## src/inc/mrr_defines.svh

```systemverilog
// Constants for the measurement result register bank
// Assumes byte-wide register addresses on the management port
`ifndef MRR_DEFINES_SVH
`define MRR_DEFINES_SVH
`define MRR_CH2V_HI_ADDR 8'h13
`define MRR_CH2V_LO_ADDR 8'h14
`define MRR_CH1P_HI_ADDR 8'h15
`define MRR_CH1P_LO_ADDR 8'h16
`define MRR_CH2P_HI_ADDR 8'h17
`define MRR_CH2P_LO_ADDR 8'h18
`define MRR_VOLT_W 11
`define MRR_VOLT_LSB 5
`define MRR_PWR_RST 16'h0000
`define MRR_VOLT_RST 11'h000
`endif

```

## src/inc/mrr_pkg.sv

```systemverilog
// Types for the measurement result register bank
// Assumes mrr_defines.svh sits on the include path
`default_nettype none
`include "mrr_defines.svh"
package mrr_pkg;
  typedef logic [7:0] mrr_addr_t;
  typedef logic [7:0] mrr_byte_t;
  typedef logic [15:0] mrr_pwr_t;
  typedef logic [`MRR_VOLT_W-1:0] mrr_volt_t;
endpackage
`default_nettype wire

```

## src/rtl/mrr_result_regs.sv

```systemverilog
// Read-only result registers: channel 2 source voltage, channel 1 and 2 power ratio
// Assumes results arrive as one-cycle strobes from the engine on the same clock,
// and the serial management front end presents a byte address and takes read data.
//
// Overview of operation
// Channel 2 source voltage is an 11-bit unsigned field, top bit 20 V.
// Low five bits of the voltage low byte always read zero.
// Single-channel build: all channel 2 results read zero.
// Channel 1 power ratio: high byte 15h, low byte 16h, read-only, reset zero.
// Channel 1 power ratio updates on each new power calculation.
// Channel 2 power ratio: high byte 17h, low byte 18h, read-only, reset zero.
// Dual-channel build holds the latest channel 2 power ratio.
// Host writes to these locations are ignored without error.
`default_nettype none
`include "mrr_defines.svh"
module mrr_result_regs #(
  parameter bit DUAL_CHANNEL = 1'b1
) (
  // Clock and reset
  input wire logic clock,
  input wire logic rst_n,
  // Results from the measurement engine
  input wire logic ch1_pwr_valid,
  input wire mrr_pkg::mrr_pwr_t ch1_pwr,
  input wire logic ch2_pwr_valid,
  input wire mrr_pkg::mrr_pwr_t ch2_pwr,
  input wire logic ch2_volt_valid,
  input wire mrr_pkg::mrr_volt_t ch2_volt,
  // Register port from the serial front end
  input wire logic reg_rd,
  input wire logic reg_wr,
  input wire mrr_pkg::mrr_addr_t reg_addr,
  input wire mrr_pkg::mrr_byte_t reg_wdata,
  output mrr_pkg::mrr_byte_t reg_rdata,
  output logic reg_rvalid
);
  import mrr_pkg::*;

  mrr_pwr_t ch1_pwr_r;
  mrr_pwr_t ch2_pwr_r;
  mrr_volt_t ch2_volt_r;
  mrr_byte_t rdata_nxt;
  mrr_byte_t ch2v_hi;
  mrr_byte_t ch2v_lo;
  mrr_byte_t ch2p_hi;
  mrr_byte_t ch2p_lo;
  logic unused_wr;

  // Write path carries no state: results belong to the engine alone
  assign unused_wr = reg_wr ^ (^reg_wdata);

  always_ff @(posedge clock or negedge rst_n)
  begin
    if (!rst_n)
    begin
      ch1_pwr_r <= `MRR_PWR_RST;
      ch2_pwr_r <= `MRR_PWR_RST;
      ch2_volt_r <= `MRR_VOLT_RST;
    end
    else
    begin
      if (ch1_pwr_valid)
        ch1_pwr_r <= ch1_pwr;
      if (ch2_pwr_valid && DUAL_CHANNEL)
        ch2_pwr_r <= ch2_pwr;
      if (ch2_volt_valid && DUAL_CHANNEL)
        ch2_volt_r <= ch2_volt;
    end
  end

  // Left-justified voltage; the spare low bits are hard zero
  assign ch2v_hi = DUAL_CHANNEL ? ch2_volt_r[10:3] : 8'h00;
  assign ch2v_lo = DUAL_CHANNEL ? {ch2_volt_r[2:0], 5'h00} : 8'h00;
  assign ch2p_hi = DUAL_CHANNEL ? ch2_pwr_r[15:8] : 8'h00;
  assign ch2p_lo = DUAL_CHANNEL ? ch2_pwr_r[7:0] : 8'h00;

  always_comb
  begin
    unique case (reg_addr)
      `MRR_CH2V_HI_ADDR: rdata_nxt = ch2v_hi;
      `MRR_CH2V_LO_ADDR: rdata_nxt = ch2v_lo;
      `MRR_CH1P_HI_ADDR: rdata_nxt = ch1_pwr_r[15:8];
      `MRR_CH1P_LO_ADDR: rdata_nxt = ch1_pwr_r[7:0];
      `MRR_CH2P_HI_ADDR: rdata_nxt = ch2p_hi;
      `MRR_CH2P_LO_ADDR: rdata_nxt = ch2p_lo;
      default: rdata_nxt = 8'h00;
    endcase
  end

  always_ff @(posedge clock or negedge rst_n)
  begin
    if (!rst_n)
    begin
      reg_rdata <= 8'h00;
      reg_rvalid <= 1'b0;
    end
    else
    begin
      reg_rvalid <= reg_rd;
      if (reg_rd)
        reg_rdata <= rdata_nxt;
    end
  end
endmodule
`default_nettype wire

```

## config.mk

```make
export PLATFORM = sky130hd
export DESIGN_NAME = mrr_result_regs
export DESIGN_NICKNAME = d
export VERILOG_FILES = /design/src/inc/mrr_pkg.sv /design/src/rtl/mrr_result_regs.sv
export VERILOG_INCLUDE_DIRS = /design/src /design/src/inc
export SDC_FILE = /design/constraint.sdc
export NUM_CORES = 1
export LEC_CHECK = 0
export CAP_MARGIN = 10
export CORE_MARGIN = 5
export CORE_UTILIZATION = 60
export DETAILED_ROUTE_END_ITERATION = 8
export DONT_BUFFER_PORTS = 1
export GPL_TIMING_DRIVEN = 0
export PLACE_DENSITY = 0.73
export SLEW_MARGIN = 25
export SYNTH_ARGS = -nofsm -noshare
export SYNTH_HDL_FRONTEND = slang
export SYNTH_SLANG_ARGS = --single-unit
```

## constraint.sdc

```tcl
create_clock -name clock -period 1.4 [get_ports clock]
set_input_delay 0.21 -clock clock [delete_from_list [all_inputs] [get_ports clock]]
set_output_delay 0.21 -clock clock [all_outputs]
set_load 0.005 [all_outputs]
```

==> reports/metrics.cfg <==
[worst_setup_path]
path_max_fanout=2
slowest_stage=mux4_2
crit_type=reg -> reg
required_ns=1.58
start_kind=flip-flop
crit_family=multiplexers
cp_cell_sequence=mux4_2, a22oi_2, a21oi_1
reg2reg_slack_ns=0.09
rr_endpoint=reg_rdata[5]
crit_buf_inv=0
cp-end-kind=flip-flop
r2r_cells=3
slowest_delay_ns=0.51
cp.arrival_ns=1.49
rr_startpoint=ch2_pwr_r[13]

[run]
drv_cap=0

[routing]
remaining_drc_errors=0
vias_per_cell=6.330
vias=1418
ant_nets=0
drt_iter0_markers=135
wl_um=4728
wire_per_inst_um=21.11
dr.pass1.iters=5

[grt]
grt_overflow_total=0
gr-usage-met1_pct=23.45
grt_usage_pct=19.46
grt_use_met3_pct=6.233
grt_max_degree=53
grt_pass1_vias=1519
grt-busiest-layer=met2
grt_use_met2_pct=31.66
grt_pass1_wl_um=7741
antenna_found_initial=0

[floorplanning]
start_util_pct=63.16
placementRows=22
io_pins=75
die_x_um=72.55
core_um2=3716
dieHeight_um=72.55
die-area_um2=5263

[clock_tree]
cts_buffer_depth=2
cts_hold_buf=1
cts.sinks=52
cts_buffers=5
tritoncts=built
root_buffer=clkbuf_8
htree_levels=2
insertion_delay_ns=0.31
clk_pin_slew_ns=0.10

[sta]
hold_violations=52
fin_crit_ns=1.314
fin_worst_skew_ns=0.008116
fin_crit_sh_pct=93.89
relSlewSlack_pct=53.69
rsz0062_at_grt=false
timing.fmax_mhz=760.8
drv_slew=0
worst_slew_pin_slew_ns=0.6929
setup_violations=0
hold_ws_ns=-0.4198

[synth]
ys_top_cells_by_count=dfrtp_1 (52), mux2_2 (43), mux2i_1 (6), o22ai_1 (6)
synth_top_cell_area_share_pct=55.44
ys_seq_elements=52
synth.most_common_cell=dfrtp_1
yosys.area.top_type=dfrtp_1
synth_flop_cell=dfrtp_1
yosys-top-cells-area=dfrtp_1 (55%), mux2_2 (21%), mux2i_1 (2.6%), a222oi_1 (2.1%), mux4_2 (1.9%)
synth_fp_nets=233
yosysWarnings=0
async_flop_share_pct=100.0
netlist_area_um2=2347
synth-edff-count=0
synth_cell_types=33
synthCells=167
syn_area_per_cell_um2=14.06
ys_seq_area_share_pct=55.44

[finish]
drive_gt1_share_pct=36.93
design_area_um2=2544
final_util_pct=68.45
antenna_cells=0
final_nets=241
area_delta_synth_final_pct=8.369

[power_and_ir_drop]
vdd_drop_max_mv=0.8136
power.total_mw=3.065
cellPowerDensity_nw_per_um2=1205
p_leak_nw=1.025

[status]
violations=hold timing
status=complete, but fails checks

[placed_design]
dp_hpwl_um=3630
dpl_cell_area_um2=2407
portBuffers=0
place.gp.congestion=0.7499

[worst_hold_path]
hold_class=in -> async

worst reg2reg max path, cell delays in order, from the launching register on:
cell and delay (ns):
dfrtp_1 0.39, mux4_2 0.51, a22oi_2 0.21, a21oi_1 0.09
worst max path at each step:
stage,cells after the start,endpoint,from,slack (ns)
floorplan,4,reg_rdata[5],reg_addr[5],0.08
global placement,3,ch2_pwr_r[6],ch2_pwr_valid,-0.15
detailed placement,3,ch2_pwr_r[5],ch2_pwr_valid,-0.20
CTS,3,reg_rdata[5],ch2_pwr_r[13],0.07
global route,3,reg_rdata[6],ch2_pwr_r[14],0.002
finish,3,reg_rdata[5],ch2_pwr_r[13],0.09
kinds of logic (layout without fill, tap and decap cells):
group / after synthesis / in the layout / synth area share (%)
flip-flops: 52 / 52 / 55.44
AND/OR/NAND/NOR: 22 / 22 / 7.943
multiplexers: 51 / 51 / 25.11
buffers and inverters: 15 / 24 / 2.878
AO/OA/AOI/OAI: 27 / 27 / 8.636
flip-flops by register name, indices dropped and copies added (netlist names):
| register | flops |
|---|---|
| reg_rdata | 8 |
| reg_rvalid | 1 |
| ch2_volt_r | 11 |
| ch1_pwr_r | 16 |
| ch2_pwr_r | 16 |
repair_timing:
action                                 in CTS  in global routing
buffers inserted                            0                  0
setup endpoints to repair                   0                  1
resized for setup                           0                  1
endpoints found under the hold margin      53                 52
layout by cell type, fill, tap and decap left out, drive strengths merged, types with 3 or more instances in the layout:
cell     count
dfrtp       52
mux2        43
clkbuf      10
o22ai        6
mux2i        6
buf          6
inv          5
o2bb2ai      5
a222oi       5
nor2         5
nand3b       4
a21oi        3
final cells by class:
class	instances	area [um^2]
Tap cell	48	60.06
Fill cell	285	1172
Timing Repair Buffer	1	10.01
Multi-Input combinational cell	100	983.4
Inverter	5	18.77
Clock buffer	6	82.58
Buffer	10	48.80
Sequential cell	52	1301
Clock inverter	2	38.79
power breakdown:
group          switching [mW]  internal (mW)  leakage, nW
registers              0.0679           1.63        0.622
logic                   0.118          0.173        0.342
clock network           0.489          0.585       0.0614
per-stage QoR:
step / setup slack (ns) / instances / TNS [ns]
CTS: 0.06974 / 224 / 0
finish: 0.08560 / 224 / 0
floorplan: 0.07744 / 167 / 0
global route: 0.002014 / 224 / 0
global placement: -0.1470 / 215 / -1.621
detailed placement: -0.1984 / 215 / -2.295
layer usage:
layer	wire (um)	vias up
met5	0	-
met4	111	0
met3	399	9
met2	2387	60
met1	1831	710
li1	-	639
No activity file was read; power rests on OpenSTA's default activity.
